[src/hdl/output_port_function_mux_cfg.svh]
// Constants for the output pin multiplexer: reset values and pin positions.
`ifndef OUTPUT_PORT_FUNCTION_MUX_CFG_SVH
`define OUTPUT_PORT_FUNCTION_MUX_CFG_SVH

`define OPM_GPO_RESET      8'hFF
`define OPM_PIN_OE_RESET   8'hFF
`define OPM_DATA_RESET     8'h00
`define OPM_PIN_ONE        1
`define OPM_PIN_THREE      3
`define OPM_PIN_FIVE       5
`define OPM_PIN_SIX        6
`define OPM_PIN_SEVEN      7

`endif

[src/hdl/output_port_function_mux_pkg.sv]
// Types shared by the output pin multiplexer files.
`default_nettype none
package output_port_function_mux_pkg;

    typedef enum logic [1:0] {
        PIN3_GPO,
        PIN3_TX_CLOCK,
        PIN3_RX_CLOCK,
        PIN3_CT_READY
    } pin3_func_t;

    typedef logic [7:0] byte_t;

endpackage : output_port_function_mux_pkg
`default_nettype wire

[src/hdl/host_write_capture.sv]
// Captures a host write on the rising edge of the write strobe.
`timescale 1ns/1ps
`default_nettype none
`include "output_port_function_mux_cfg.svh"

module host_write_capture (
    input  wire logic                               ref_clk_i,
    input  wire logic                               reset_i,
    input  wire logic                               cs_n_i,
    input  wire logic                               wr_n_i,
    input  wire output_port_function_mux_pkg::byte_t data_i,
    output logic                                    wr_pulse_o,
    output output_port_function_mux_pkg::byte_t     wr_data_o
);

    logic                                wr_active_reg;
    output_port_function_mux_pkg::byte_t hold_reg;

    // Data is held while the strobe is low so the value seen at the rising edge is the one kept.
    always_ff @(posedge ref_clk_i or posedge reset_i) begin
        if (reset_i) begin
            wr_active_reg <= 1'b0;
            hold_reg      <= `OPM_DATA_RESET;
        end else begin
            wr_active_reg <= !cs_n_i && !wr_n_i;
            if (!cs_n_i && !wr_n_i) begin
                hold_reg <= data_i;
            end
        end
    end

    always_ff @(posedge ref_clk_i or posedge reset_i) begin
        if (reset_i) begin
            wr_pulse_o <= 1'b0;
            wr_data_o  <= `OPM_DATA_RESET;
        end else begin
            wr_pulse_o <= wr_active_reg && wr_n_i;
            if (wr_active_reg && wr_n_i) begin
                wr_data_o <= hold_reg;
            end
        end
    end

    AST_WR_ON_RISE : assert property (@(posedge ref_clk_i) disable iff (reset_i)
        (!cs_n_i && !wr_n_i) ##1 wr_n_i |=> wr_pulse_o)
        else $error("Write strobe rise was not captured.");

endmodule : host_write_capture
`default_nettype wire

[src/hdl/output_port_function_mux.sv]
// Output pin function multiplexer, host data bus drive and interrupt request pin.
//
// Overview of operation
// - Pin one is either a general output or channel B request to send.
// - Pin three is general output, B transmit clock, B receive clock or timer ready.
// - Pin five is general output or open-drain B receiver ready or full.
// - Pin seven is general output or open-drain B transmitter ready.
// - Pin six is general output or open-drain A transmitter ready.
// - Host transfers use the eight-bit data bus, bit 0 least significant.
// - Data bus floats while chip select is high, except acknowledge in Z mode.
// - Interrupt pin pulls low while any unmasked interrupt condition is present.
// - Interrupt stays low until software clears every causing condition.
// - Master reset forces all eight general output pins high.
`timescale 1ns/1ps
`default_nettype none
`include "output_port_function_mux_cfg.svh"

module output_port_function_mux (
    input  wire logic                                    ref_clk_i,
    input  wire logic                                    reset_i,
    // Host bus.
    input  wire logic                                    cs_n_i,
    input  wire logic                                    rd_n_i,
    input  wire logic                                    wr_n_i,
    input  wire logic                                    z_mode_i,
    input  wire logic                                    interrupt_acknowledge_i,
    input  wire output_port_function_mux_pkg::byte_t     data_in_i,
    output output_port_function_mux_pkg::byte_t          data_out_o,
    output logic                                         data_oe_o,
    input  wire output_port_function_mux_pkg::byte_t     read_data_i,
    input  wire output_port_function_mux_pkg::byte_t     vector_i,
    output logic                                         wr_pulse_o,
    output output_port_function_mux_pkg::byte_t          wr_data_o,
    // General output levels and function selects.
    input  wire output_port_function_mux_pkg::byte_t     gpo_drive_low_i,
    input  wire output_port_function_mux_pkg::byte_t     gpo_drive_high_i,
    output output_port_function_mux_pkg::byte_t          gpo_level_o,
    input  wire logic                                    pin1_alt_i,
    input  wire output_port_function_mux_pkg::pin3_func_t pin3_func_i,
    input  wire logic                                    pin5_alt_i,
    input  wire logic                                    pin6_alt_i,
    input  wire logic                                    pin7_alt_i,
    // Alternate function sources.
    input  wire logic                                    chan_b_request_to_send_n_i,
    input  wire logic                                    chan_b_tx_clock_x1_i,
    input  wire logic                                    chan_b_rx_clock_x1_i,
    input  wire logic                                    ct_ready_n_i,
    input  wire logic                                    chan_b_rx_ready_or_full_n_i,
    input  wire logic                                    chan_b_tx_ready_n_i,
    input  wire logic                                    chan_a_tx_ready_n_i,
    // Output pins.
    output output_port_function_mux_pkg::byte_t          out_pin_o,
    output output_port_function_mux_pkg::byte_t          out_pin_oe_o,
    // Interrupt request.
    input  wire output_port_function_mux_pkg::byte_t     int_source_i,
    input  wire output_port_function_mux_pkg::byte_t     int_mask_i,
    output logic                                         interrupt_request_n_o,
    output logic                                         interrupt_request_n_oe_o
);

    output_port_function_mux_pkg::byte_t gpo_level_reg;
    output_port_function_mux_pkg::byte_t gpo_level_next;
    output_port_function_mux_pkg::byte_t pin_level_next;
    output_port_function_mux_pkg::byte_t pin_oe_next;
    logic                                irq_reg;
    logic                                interrupt_acknowledge_drive;

    // Open-drain level: the pin is pulled low when the source is low, and released otherwise.
    function automatic logic [1:0] open_drain(input logic src_n);
        open_drain = {1'b0, !src_n};
    endfunction : open_drain

    // General output: push-pull at the stored level.
    function automatic logic [1:0] push_pull(input logic level);
        push_pull = {level, 1'b1};
    endfunction : push_pull

    host_write_capture u_write_capture (
        .ref_clk_i (ref_clk_i),
        .reset_i   (reset_i),
        .cs_n_i    (cs_n_i),
        .wr_n_i    (wr_n_i),
        .data_i    (data_in_i),
        .wr_pulse_o(wr_pulse_o),
        .wr_data_o (wr_data_o)
    );

    // A set and a clear on the same bit in one cycle leave the pin low, the safer idle for active-low lines.
    always_comb begin
        gpo_level_next = (gpo_level_reg | gpo_drive_high_i) & ~gpo_drive_low_i;
    end

    always_ff @(posedge ref_clk_i or posedge reset_i) begin
        if (reset_i) begin
            gpo_level_reg <= `OPM_GPO_RESET;
        end else begin
            gpo_level_reg <= gpo_level_next;
        end
    end

    assign gpo_level_o = gpo_level_reg;

    always_comb begin
        logic [1:0] p;
        p = 2'b00;
        for (int i = 0; i < 8; i++) begin
            {pin_level_next[i], pin_oe_next[i]} = push_pull(gpo_level_reg[i]);
        end
        if (pin1_alt_i) begin
            p = push_pull(chan_b_request_to_send_n_i);
            {pin_level_next[`OPM_PIN_ONE], pin_oe_next[`OPM_PIN_ONE]} = p;
        end
        case (pin3_func_i)
            output_port_function_mux_pkg::PIN3_TX_CLOCK: p = push_pull(chan_b_tx_clock_x1_i);
            output_port_function_mux_pkg::PIN3_RX_CLOCK: p = push_pull(chan_b_rx_clock_x1_i);
            output_port_function_mux_pkg::PIN3_CT_READY: p = open_drain(ct_ready_n_i);
            default:                                     p = push_pull(gpo_level_reg[`OPM_PIN_THREE]);
        endcase
        {pin_level_next[`OPM_PIN_THREE], pin_oe_next[`OPM_PIN_THREE]} = p;
        if (pin5_alt_i) begin
            p = open_drain(chan_b_rx_ready_or_full_n_i);
            {pin_level_next[`OPM_PIN_FIVE], pin_oe_next[`OPM_PIN_FIVE]} = p;
        end
        if (pin6_alt_i) begin
            p = open_drain(chan_a_tx_ready_n_i);
            {pin_level_next[`OPM_PIN_SIX], pin_oe_next[`OPM_PIN_SIX]} = p;
        end
        if (pin7_alt_i) begin
            p = open_drain(chan_b_tx_ready_n_i);
            {pin_level_next[`OPM_PIN_SEVEN], pin_oe_next[`OPM_PIN_SEVEN]} = p;
        end
    end

    // Pins are registered, so the alternate sources reach the pins one cycle late.
    always_ff @(posedge ref_clk_i or posedge reset_i) begin
        if (reset_i) begin
            out_pin_o    <= `OPM_GPO_RESET;
            out_pin_oe_o <= `OPM_PIN_OE_RESET;
        end else begin
            out_pin_o    <= pin_level_next;
            out_pin_oe_o <= pin_oe_next;
        end
    end

    // The interrupt is a level: it falls away only when no unmasked source remains.
    always_ff @(posedge ref_clk_i or posedge reset_i) begin
        if (reset_i) begin
            irq_reg <= 1'b0;
        end else begin
            irq_reg <= |(int_source_i & int_mask_i);
        end
    end

    assign interrupt_request_n_o    = !irq_reg;
    assign interrupt_request_n_oe_o = irq_reg;

    // Enable is combinational so the bus is released in the same cycle chip select rises.
    assign interrupt_acknowledge_drive = z_mode_i && interrupt_acknowledge_i;
    assign data_oe_o  = (!cs_n_i && !rd_n_i) || interrupt_acknowledge_drive;

    always_ff @(posedge ref_clk_i or posedge reset_i) begin
        if (reset_i) begin
            data_out_o <= `OPM_DATA_RESET;
        end else if (interrupt_acknowledge_drive) begin
            data_out_o <= vector_i;
        end else begin
            data_out_o <= read_data_i;
        end
    end

    // The sampled reset in every antecedent except AST_BUS_FLOATS, AST_IRQ_HOLD and AST_RESET_HIGH keeps the release edge out, because the registered
    // pins still show their reset values one cycle after reset falls.
    AST_BUS_FLOATS : assert property (@(posedge ref_clk_i) disable iff (reset_i)
        (cs_n_i && !(z_mode_i && interrupt_acknowledge_i)) |-> !data_oe_o)
        else $error("Data bus driven while not selected.");

    AST_BUS_READ : assert property (@(posedge ref_clk_i) disable iff (reset_i)
        (!reset_i && !cs_n_i && !rd_n_i && !interrupt_acknowledge_drive) |=> (data_out_o == $past(read_data_i)))
        else $error("Read data not presented on the bus.");

    AST_IRQ_SET : assert property (@(posedge ref_clk_i) disable iff (reset_i)
        (!reset_i && |(int_source_i & int_mask_i)) |=> (!interrupt_request_n_o && interrupt_request_n_oe_o))
        else $error("Interrupt not asserted for unmasked source.");

    AST_IRQ_HOLD : assert property (@(posedge ref_clk_i) disable iff (reset_i)
        (!interrupt_request_n_o && (int_source_i & int_mask_i) == 8'h00) |=> interrupt_request_n_o)
        else $error("Interrupt not released after sources cleared.");

    AST_PIN1_RTS : assert property (@(posedge ref_clk_i) disable iff (reset_i)
        (!reset_i && pin1_alt_i) |=> (out_pin_o[1] == $past(chan_b_request_to_send_n_i)) && out_pin_oe_o[1])
        else $error("Pin one does not follow request to send.");

    AST_PIN3_CT : assert property (@(posedge ref_clk_i) disable iff (reset_i)
        (!reset_i && pin3_func_i == output_port_function_mux_pkg::PIN3_CT_READY) |=>
            (out_pin_oe_o[3] == !$past(ct_ready_n_i)) && !out_pin_o[3])
        else $error("Pin three timer ready not open-drain.");

    AST_PIN3_CLK : assert property (@(posedge ref_clk_i) disable iff (reset_i)
        (!reset_i && pin3_func_i == output_port_function_mux_pkg::PIN3_RX_CLOCK) |=>
            (out_pin_o[3] == $past(chan_b_rx_clock_x1_i)))
        else $error("Pin three does not carry receive clock.");

    AST_PIN5_RX : assert property (@(posedge ref_clk_i) disable iff (reset_i)
        (!reset_i && pin5_alt_i && !chan_b_rx_ready_or_full_n_i) |=> (out_pin_oe_o[5] && !out_pin_o[5]))
        else $error("Pin five not pulled low for receiver ready.");

    AST_PIN7_TX : assert property (@(posedge ref_clk_i) disable iff (reset_i)
        (!reset_i && pin7_alt_i && chan_b_tx_ready_n_i) |=> !out_pin_oe_o[7])
        else $error("Pin seven driven while transmitter not ready.");

    AST_PIN6_TX : assert property (@(posedge ref_clk_i) disable iff (reset_i)
        (!reset_i && pin6_alt_i && !chan_a_tx_ready_n_i) |=> (out_pin_oe_o[6] && !out_pin_o[6]))
        else $error("Pin six not pulled low for transmitter ready.");

    AST_RESET_HIGH : assert property (@(posedge ref_clk_i)
        $past(reset_i) |-> (out_pin_o == 8'hFF && gpo_level_reg == 8'hFF))
        else $error("Output pins not high after reset.");

    AST_GPO_FOLLOW : assert property (@(posedge ref_clk_i) disable iff (reset_i)
        (!reset_i && !pin5_alt_i) |=> (out_pin_o[5] == $past(gpo_level_reg[5])) && out_pin_oe_o[5])
        else $error("Pin five does not show general output level.");

endmodule : output_port_function_mux
`default_nettype wire

[config.mk]
export PLATFORM = sky130hd
export DESIGN_NAME = output_port_function_mux
export DESIGN_NICKNAME = d
export VERILOG_FILES = /design/src/hdl/output_port_function_mux_pkg.sv /design/src/hdl/host_write_capture.sv /design/src/hdl/output_port_function_mux.sv
export VERILOG_INCLUDE_DIRS = /design/src /design/src/hdl
export SDC_FILE = /design/constraint.sdc
export NUM_CORES = 1
export LEC_CHECK = 0
export ABC_CLOCK_PERIOD_IN_PS = 3000
export BUFFER_PORTS_ARGS = -buffer_cell sky130_fd_sc_hd__buf_2
export CORE_MARGIN = 1
export CORE_UTILIZATION = 44
export DETAILED_ROUTE_END_ITERATION = 10
export PLACE_DENSITY = 0.93
export SETUP_SLACK_MARGIN = 0.15
export SLEW_MARGIN = 10
export SYNTH_ARGS = -nofsm -noshare
export SYNTH_HDL_FRONTEND = slang
export SYNTH_SLANG_ARGS = --single-unit
[constraint.sdc]
create_clock -name ref_clk_i -period 3 [get_ports ref_clk_i]
set_input_delay 0.3 -clock ref_clk_i [delete_from_list [all_inputs] [get_ports ref_clk_i]]
set_output_delay 0.3 -clock ref_clk_i [all_outputs]
set_load 0.02 [all_outputs]
# --- Word level (Yosys, flattened, before mapping) ---
# Cells that the tools add are included.
word_totals:
  ff_bits: 47
  output_inout_bits: 44
  elab_cells: 39
op_classes:
  reduce_logical: 14
  n_eq_ne: 3
  bitwise: 4
  mux: 9
op_table:
  columns: ["operator", "count"]
  rows:
  - ["bitwise AND 8 bit", 2]
  - ["zero test 1 bit", 8]
  - ["2-to-1 mux 8 bit", 1]
  - ["NOT 8 bit", 1]
  - ["OR 8 bit", 1]
  - ["OR reduction 8 bit", 1]
  - ["2-to-1 mux 1 bit", 7]
  - ["case mux 2 bit (3 select lines)", 1]
  - ["== test 2 bit (second input constant)", 2]
  - ["logical AND 1 bit", 4]
  - ["== test 2 x 1 -> 1 bit (second input constant)", 1]
  - ["logical OR 1 bit", 1]

# --- Longest topological paths before layout ---
# Gate-level depths: netlist of run 1.
depth:
  word_depth: 3
  mapped_depth: 2
  mapped_depth_nobuf: 2

# --- Modules after synthesis ---
# From an unflattened synthesis of run 1, not the netlist that was laid out.
hier_totals:
  cells_unflattened: 119
  area_unflattened_um2: 1741.7
by_module_without_submodules:
  columns: ["module", "area_each_um2", "n_inst", "seq_area_each_um2", "cells_per_inst"]
  rows:
  - ["output_port_function_mux", 1081.0, 1, 750.7, 81]
  - ["host_write_capture", 660.6, 1, 450.4, 38]

# --- Worst setup path after synthesis of run 1 ---
# Ideal clock, no wire load.
synth_path:
  kind: "input port to output port"
  from: "in cs_n_i"
  to: "out data_oe_o"
  setup_slack_ns: 1.914
  path_stages: 1
  arrival_ns: 0.786
  path_buffers: 0
  required_time_ns: 2.700
  path_cell_list: "o21ai_0"
synth_via:
  elab_chain_len: 3
synth_lines:
  columns: ["element", "line", "rtl"]
  rows:
  - ["start: declaration", "output_port_function_mux.sv:22", "input wire logic cs_n_i,"]
  - ["zero test 1 bit", "output_port_function_mux.sv:159", "assign data_oe_o = (!cs_n_i && !rd_n_i) || interrupt_acknowledge_drive;"]
  - ["logical AND 1 bit", "output_port_function_mux.sv:159", null]
  - ["logical OR 1 bit", "output_port_function_mux.sv:159", null]
  - ["end: declaration", "output_port_function_mux.sv:29", "output logic data_oe_o,"]
# Every way passes these cells.

# --- Worst setup path after layout of run 1 ---
layout_path:
  from: "reg gpo_level_reg[1] (netlist: gpo_level_o[1])"
  to: "out gpo_level_o[1]"
layout_lines:
  columns: ["element", "line", "rtl"]
  rows:
  - ["start: declaration", "output_port_function_mux.sv:61", "output_port_function_mux_pkg::byte_t gpo_level_reg;"]
  - ["start signal: assignment", "output_port_function_mux.sv:95", "gpo_level_reg <= `OPM_GPO_RESET;"]
  - ["start signal: assignment", "output_port_function_mux.sv:97", "gpo_level_reg <= gpo_level_next;"]
  - ["end: declaration", "output_port_function_mux.sv:37", "output output_port_function_mux_pkg::byte_t gpo_level_o,"]
# No word-level cell between the ends.

==> metrics.md, run 1 <==
| Metric | Value |
|---|---|
| Pwr/cell area | `586 nW/um2` |
| Vias | `1313` |
| Setup bufs post-CTS | `0` |
| Post-DRT Antenna Nets | `0` |
| Crit-path max FO | `3` |
| R2r worst-path depth | `2` |
| Setup Skew | `0.0120 ns` |
| Synthesis-to-finish area growth | `39.5%` |
| Multiplexer area fraction after synthesis | `0.168` |
| Share of the synthesized area in the top cell type | `0.389` |
| Tightest Pin Transition | `0.910 ns` |
| Final min period | `1.31 ns` |
| Synth area leaders | `dfrtp_1, dfstp_2, mux2_2, nor2_1, buf_4` |
| RSZ-0062 raised after global routing | `false` |
| Worst vdd ir | `0.236 mV` |
| Vias in the first global route | `1362` |
| Final Hold Vio Count | `0` |
| Max Slew Vio Count | `0` |
| CP top delay family | `flip-flops` |
| WP depth | `1` |
| Largest family of logic cells by synthesized area | `multiplexers` |
| Most frequent cell after synthesis | `dfrtp_1` |
| Total gr overflow | `0` |
| Antenna violations before repair | `0` |
| IO buf count | `115` |
| TNS Setup | `0 ns` |
| Routed WL | `3580 um` |
| # nets final | `312` |
| WL/cell | `12.5 um` |
| Die H | `64.8 um` |
| Initial DRC count | `58` |
| Num rows | `22` |
| CP startpoint | `gpo_level_o[1]$_DFF_PP1_` |
| WS Path Type | `reg -> out` |
| Clock Pin Slew Worst Setup and Hold Paths | `0.08 ns` |
| Die Width | `64.8 um` |
| Max Cap Viol | `0` |
| Core Region | `3720 um2` |
| Cell taking the most area after synthesis | `dfrtp_1` |
| Share of layout cells above drive strength 1 | `0.722` |
| Crit share post-route | `0.436` |
| Final instance count without filler cells | `285` |
| Slack of the worst reg-to-reg path | `1.97 ns` |
| Critical path buffer and inverter count | `1` |
| Simple-gate area share of the yosys netlist | `0.0792` |
| Initial core utilization | `0.468` |
| Worst rel slew slack | `0.392` |
| Sequential area share after synthesis | `0.691` |
| Status | `finished, final reports clean` |
| CTS max path bufs | `2` |
| Critical R2R Launch | `u_write_capture.wr_active_reg$_DFF_PP0_` |
| Crit path DAT | `1.01 ns` |
| Global-route wire length before repair | `5800 um` |
| Die area | `4200 um2` |
| Post-synth ARST share | `1.00` |
| Worst R2R End | `u_write_capture.wr_data_o[3]$_DFFE_PP0P_` |
| Clk Latency, worst-skew pair | `0.30 ns` |
| Most frequent cells after synthesis | `dfrtp_1, mux2_2, dfstp_2, nor2_1, buf_4` |
| Root buf cell | `clkbuf_8` |
| Clk sinks | `47` |
| Netlist cell types | `18` |
| Synth Flop Type | `dfrtp_1` |
| Global Route Usage Sum | `0.187` |
| Adder-cell share of the synthesized area | `0` |
| Worst setup SP type | `flip-flop` |
| Synth Warn # | `0` |
| CP Cell Sequence | `buf_2` |
| Placed insts | `277` |
| Cells after Synth | `118` |
| Post-CTS Hold Buffers | `0` |
| Post-synthesis compound-gate area fraction | `0.0230` |
| Crit-path max cell delay | `0.55 ns` |
| Leak | `1.25 nW` |
| Num CTS Buffers | `5` |
| CP max stage cell | `dfstp_2` |
| CP Capture Type | `output port` |
| Post-Synth XOR/XNOR Area | `0` |
| PostCTS Resize Cnt | `0` |
| Placer Congestion | `0.708` |
| Tot Pwr | `1.42 mW` |
| Yosys reg bits | `47` |
| Max Freq | `765 MHz` |
| CP required | `2.70 ns` |
| Synthesized area per cell | `14.7 um2` |
| CTS tree | `yes` |
| Vias per cell | `4.61` |
| Post-DP HPWL | `2880 um` |
| Worst hold path type | `in -> reg` |
| Pre-antenna DRT Iters | `4` |
| Largest net degree at the start of global routing | `48` |
| Syn Std Cell Area | `1740 um2` |
| DRC Markers | `0` |
| Final setup fails | `0` |
| Diodes inserted | `0` |
| I/O Pins | `120` |
| EDFF count, synth | `0` |
| # H-tree levels | `2` |
| Worst setup path end | `gpo_level_o[1]` |
## routing by layer
metal	part of all wire	wire length (um)	global-route usage
met3	0.072	259	0.0651
met1	0.37	1310	0.193
met2	0.55	1970	0.336
met5	0	0	0
met4	0.011	38	0.0833
## report_power, final
| part | switching [mW] | internal (mW) | total (mW) |
|---|---|---|---|
| registers | 0.0326 | 0.719 | 0.752 |
| clock network | 0.196 | 0.186 | 0.382 |
| logic | 0.158 | 0.128 | 0.286 |
| total | 0.386 | 1.03 | 1.42 |
## how the worst min path moves through the flow
stage	startpoint	to	slack (ns)	cells past startpoint
finish	gpo_drive_low_i[5]	gpo_level_o[5]$_DFF_PP1_	0.11	2
global route	gpo_drive_low_i[7]	gpo_level_o[7]$_DFF_PP1_	0.11	2
CTS	gpo_drive_low_i[5]	gpo_level_o[5]$_DFF_PP1_	0.10	2
detailed placement	gpo_level_o[0]$_DFF_PP1_	out_pin_o[0]$_DFF_PP1_	0.37	0
global placement	gpo_level_o[4]$_DFF_PP1_	out_pin_o[4]$_DFF_PP1_	0.36	0
floorplan	pin5_alt_i	out_pin_o[5]$_DFF_PP1_	0.33	1
## through the flow
step | hold slack, ns | instance area, um2 | worst slack (ns) | util
2_1_floorplan | 0.332 | 1750 | 1.62 | -
5_1_grt | 0.105 | 2420 | 1.65 | 0.652
3_3_place_gp | 0.365 | 2330 | 1.86 | 0.628
6_report | 0.108 | 2420 | 1.69 | 0.652
4_1_cts | 0.101 | 2420 | 1.68 | 0.652
3_5_place_dp | 0.369 | 2330 | 1.83 | 0.628
## final cells by class
type | count | area [um2]
Sequential cell | 47 | 1200
Clock buffer | 7 | 86.3
Inverter | 3 | 11.3
Tap cell | 48 | 60.1
Multi-Input combinational cell | 64 | 484
Timing Repair Buffer | 115 | 576
Clock inverter | 1 | 5.00
Fill cell | 291 | 1290
## layout by cell type (no fill, tap or decap)
cell type / netlist / final
nand3_1: 1 / 1
nor2_4: 1 / 1
mux2_2: 25 / 25
nand2_2: 1 / 1
nand2_4: 1 / 1
conb_1: 1 / 4
nand2_1: 3 / 3
clkbuf_1: 0 / 1
nand4_1: 1 / 1
dfstp_2: 20 / 20
nor2b_1: 3 / 3
inv_1: 3 / 2
mux2i_1: 1 / 1
clkinv_2: 0 / 1
o21ai_0: 2 / 2
inv_2: 0 / 1
buf_2: 0 / 115
dfrtp_1: 27 / 27
nor2_1: 16 / 16
a22oi_1: 4 / 4
nand3b_1: 1 / 1
clkbuf_8: 0 / 6
## logic make-up after synthesis
group | Yosys count
flops | 47
simple gates | 28
mux | 26
buf+inv | 10
compound gates | 6
other cells | 1
Power figures use the tool's default switching activity.
==> run 2, diff against run 1 <==
--- a/config.mk
+++ b/config.mk
@@ -6,12 +6,13 @@
 export SDC_FILE = /design/constraint.sdc
 export NUM_CORES = 1
 export LEC_CHECK = 0
-export ABC_CLOCK_PERIOD_IN_PS = 3000
+export ABC_AREA = 1
+export ABC_CLOCK_PERIOD_IN_PS = 1300
 export BUFFER_PORTS_ARGS = -buffer_cell sky130_fd_sc_hd__buf_2
 export CORE_MARGIN = 1
-export CORE_UTILIZATION = 44
+export CORE_UTILIZATION = 42
 export DETAILED_ROUTE_END_ITERATION = 10
-export PLACE_DENSITY = 0.93
+export PLACE_DENSITY = 0.87
 export SETUP_SLACK_MARGIN = 0.15
 export SLEW_MARGIN = 10
 export SYNTH_ARGS = -nofsm -noshare
==> constraint.sdc (replaced) <==
create_clock -name ref_clk_i -period 1.3 [get_ports ref_clk_i]
set_input_delay 0.13 -clock ref_clk_i [delete_from_list [all_inputs] [get_ports ref_clk_i]]
set_output_delay 0.13 -clock ref_clk_i [all_outputs]
set_load 0.02 [all_outputs]
==> run 2 against run 1 <==
Net effect: critical path depth is 3 higher; non-clock buffer count is 19 higher; utilization increased by 1.6 points; synthesized area rose by 8.1%; die area is 13% higher; power rose by 140%; global-route usage down 0.87 points; largest power group unchanged.
==> metrics.md, run 2 <==
| Metric | Value |
|---|---|
| Status | `finished, final reports clean` |
| Worst hold path type | `in -> reg` |
| Reg area | `1200 um2` |
| Final setup margin | `0.162 ns` |
| Setup Skew | `0.00263 ns` |
| Final setup fails | `0` |
| # nets final | `388` |
| Post-DRT Antenna Nets | `0` |
| Global-route wire length before repair | `6020 um` |
| Syn Std Cell Area | `1880 um2` |
| Diodes inserted | `0` |
| Commonest non-fill, non-tap cells in the layout | `buf_2, nand2_1, dfrtp_1, nor2_1, dfstp_2` |
| Crit path DAT | `1.37 ns` |
| IO buf count | `115` |
| Worst R2R End | `u_write_capture.wr_data_o[5]$_DFFE_PP0P_` |
| Commonest non-fill, non-tap cell in the layout | `buf_2` |
| CP max stage cell | `dlygate4sd3_1` |
| Max Freq | `879 MHz` |
| Slack of the worst reg-to-reg path | `0.43 ns` |
| CP startpoint | `pin7_alt_i` |
| Cell taking the most area after synthesis | `dfrtp_1` |
| Pre-CTS WS | `0.337 ns` |
| DRC Markers | `0` |
| Share of the synthesized area in the top cell type | `0.360` |
| Die H | `68.9 um` |
| Cells after Synth | `179` |
| Max Cap Viol | `0` |
| WL/cell | `11.3 um` |
| Final min period | `1.14 ns` |
| Yosys reg bits | `47` |
| Clock share of power | `0.281` |
| Clk sinks | `47` |
| Largest net degree at the start of global routing | `48` |
| Post-synth ARST share | `1.00` |
| Most frequent cell after synthesis | `nand2_1` |
| Sw Share | `0.276` |
| Hold Slack | `0.00550 ns` |
| Placer Congestion | `0.642` |
| Critical R2R Launch | `u_write_capture.wr_active_reg$_DFF_PP0_` |
| Sequential Power Share | `0.507` |
| CP most frequent cell | `dlygate4sd3_1` |
| Initial core utilization | `0.454` |
| Pre-antenna DRT Iters | `4` |
| Crit share post-route | `0.875` |
| Max Slew Vio Count | `0` |
| Die area | `4750 um2` |
| RSZ-0062 raised after global routing | `false` |
| CP Cell Sequence | `dlygate4sd3_1, buf_2, nand2_1, dlygate4sd3_1` |
| Vias in the first global route | `1413` |
| Pwr/cell area | `1210 nW/um2` |
| Antenna violations before repair | `0` |
| Internal Power | `2.42 mW` |
| CP required | `1.54 ns` |
| Worst setup SP type | `input port` |
| Fillers | `331` |
| Combinational power share | `0.213` |
| Routed WL | `4090 um` |
| Tot Pwr | `3.35 mW` |
| WS Path Type | `in -> reg` |
| Post-DP HPWL | `2770 um` |
| CP Capture Type | `flip-flop` |
| Crit-path max cell delay | `0.54 ns` |
| Initial DRC count | `84` |
| CTS tree | `yes` |
| Crit-path max FO | `2` |
| Clock Pin Slew Worst Setup and Hold Paths | `0.08 ns` |
| I/O Pins | `120` |
| Die Width | `68.9 um` |
| Share of layout cells above drive strength 1 | `0.530` |
| Num rows | `23` |
| Global Route Usage Sum | `0.178` |
| Worst setup path end | `out_pin_oe_o[7]$_DFF_PP1_` |
| Root buf cell | `clkbuf_8` |
| Core Region | `4140 um2` |
| Synthesis-to-finish area growth | `47.4%` |
| Vias per cell | `4.43` |
| Worst vdd ir | `0.599 mV` |
| Netlist cell types | `17` |
| EDFF count, synth | `0` |
| Num CTS Buffers | `5` |
| Total gr overflow | `0` |
| # H-tree levels | `2` |
| CTS max path bufs | `2` |
| Leak | `1.50 nW` |
| TNS Setup | `0 ns` |
| Most frequent cells after synthesis | `nand2_1, dfrtp_1, nor2_1, dfstp_2, o21ai_2` |
| Multi-input logic area | `539 um2` |
| Vias | `1608` |
| Clk Latency, worst-skew pair | `0.29 ns` |
| R2r worst-path depth | `3` |
| Sequential area share after synthesis | `0.639` |
| Final Hold Vio Count | `0` |
| Synth Warn # | `0` |
| Synth Flop Type | `dfrtp_1` |
| Synth area leaders | `dfrtp_1, dfstp_2, nand2_1, o21ai_2, nor2_1` |
| P_sw | `924 uW` |
| Synthesized area per cell | `10.5 um2` |
[run 2: changes by cell type after synthesis, moves of 2 or more]
cell | previous run | this run
inv_1 | 3 | 15
nor2b_1 | 3 | 0
a22oi_1 | 4 | 0
mux2_2 | 25 | 0
o21ai_2 | 0 | 16
buf_2 | 0 | 2
nand3_1 | 1 | 10
nand2_1 | 3 | 48
nor2_1 | 16 | 22
[run 2: worst min path at each step]
stage          cells after the start  startpoint                                        to
2_1_floorplan                      1     reset_i                   data_out_o[0]$_DFF_PP0_
6_report                           2  pin1_alt_i                    out_pin_o[1]$_DFF_PP1_
3_3_place_gp                       3     reset_i  u_write_capture.wr_data_o[4]$_DFFE_PP0P_
5_1_grt                            2  pin1_alt_i                    out_pin_o[1]$_DFF_PP1_
4_1_cts                            2  pin1_alt_i                    out_pin_o[1]$_DFF_PP1_
3_5_place_dp                       3     reset_i  u_write_capture.wr_data_o[4]$_DFFE_PP0P_
[run 2: cell families after synthesis]
family | after synthesis | share of synthesized area
simple gates | 87 | 0.199
flops | 47 | 0.639
buf+inv | 26 | 0.0799
compound gates | 18 | 0.0799
other cells | 1 | 0.00200
[run 2: worst max-delay path, delay by kind of cell]
family / cells / cell delay, ns
buf+inv: 3 / 1.21
simple gates: 1 / 0.04
[run 2: what timing repair did]
item / 4_1_cts / 5_1_grt
setup buffers: 0 / 1
endpoints found under the hold margin: 42 / 0
setup endpoints to repair: 0 / 11
resized for setup: 0 / 12
hold buffers: 19 / 0
[run 2: through the flow]
stage / area, um2 / utilization / std cells
3_3_place_gp: 2460 / 0.593 / 337
2_1_floorplan: 1890 / - / 182
5_1_grt: 2770 / 0.668 / 363
4_1_cts: 2750 / 0.663 / 364
6_report: 2770 / 0.668 / 363
3_5_place_dp: 2460 / 0.593 / 337
[run 2: layer usage]
layer	part of all wire	global-route usage	wire, um
met5	0	0	0
met4	0.021	0.117	85
met3	0.080	0.0329	329
met2	0.51	0.322	2100
met1	0.39	0.187	1580
[run 2: area by class of cell]
class,count,share of cell area
Multi-Input combinational cell,109,0.195
Inverter,15,0.0217
Clock buffer,8,0.0361
Sequential cell,47,0.434
Timing Repair Buffer,134,0.291
Tap cell,50,0.0226
[run 2: power by group through the flow]
stage	combinational, mW	clock, mW	sequential, mW
2_1_floorplan	0.277	0	1.85
3_3_place_gp	0.646	0	1.71
3_5_place_dp	0.660	0	1.72
4_1_cts	0.705	0.973	1.70
5_1_grt	0.794	1.02	1.71
6_report	0.712	0.940	1.70
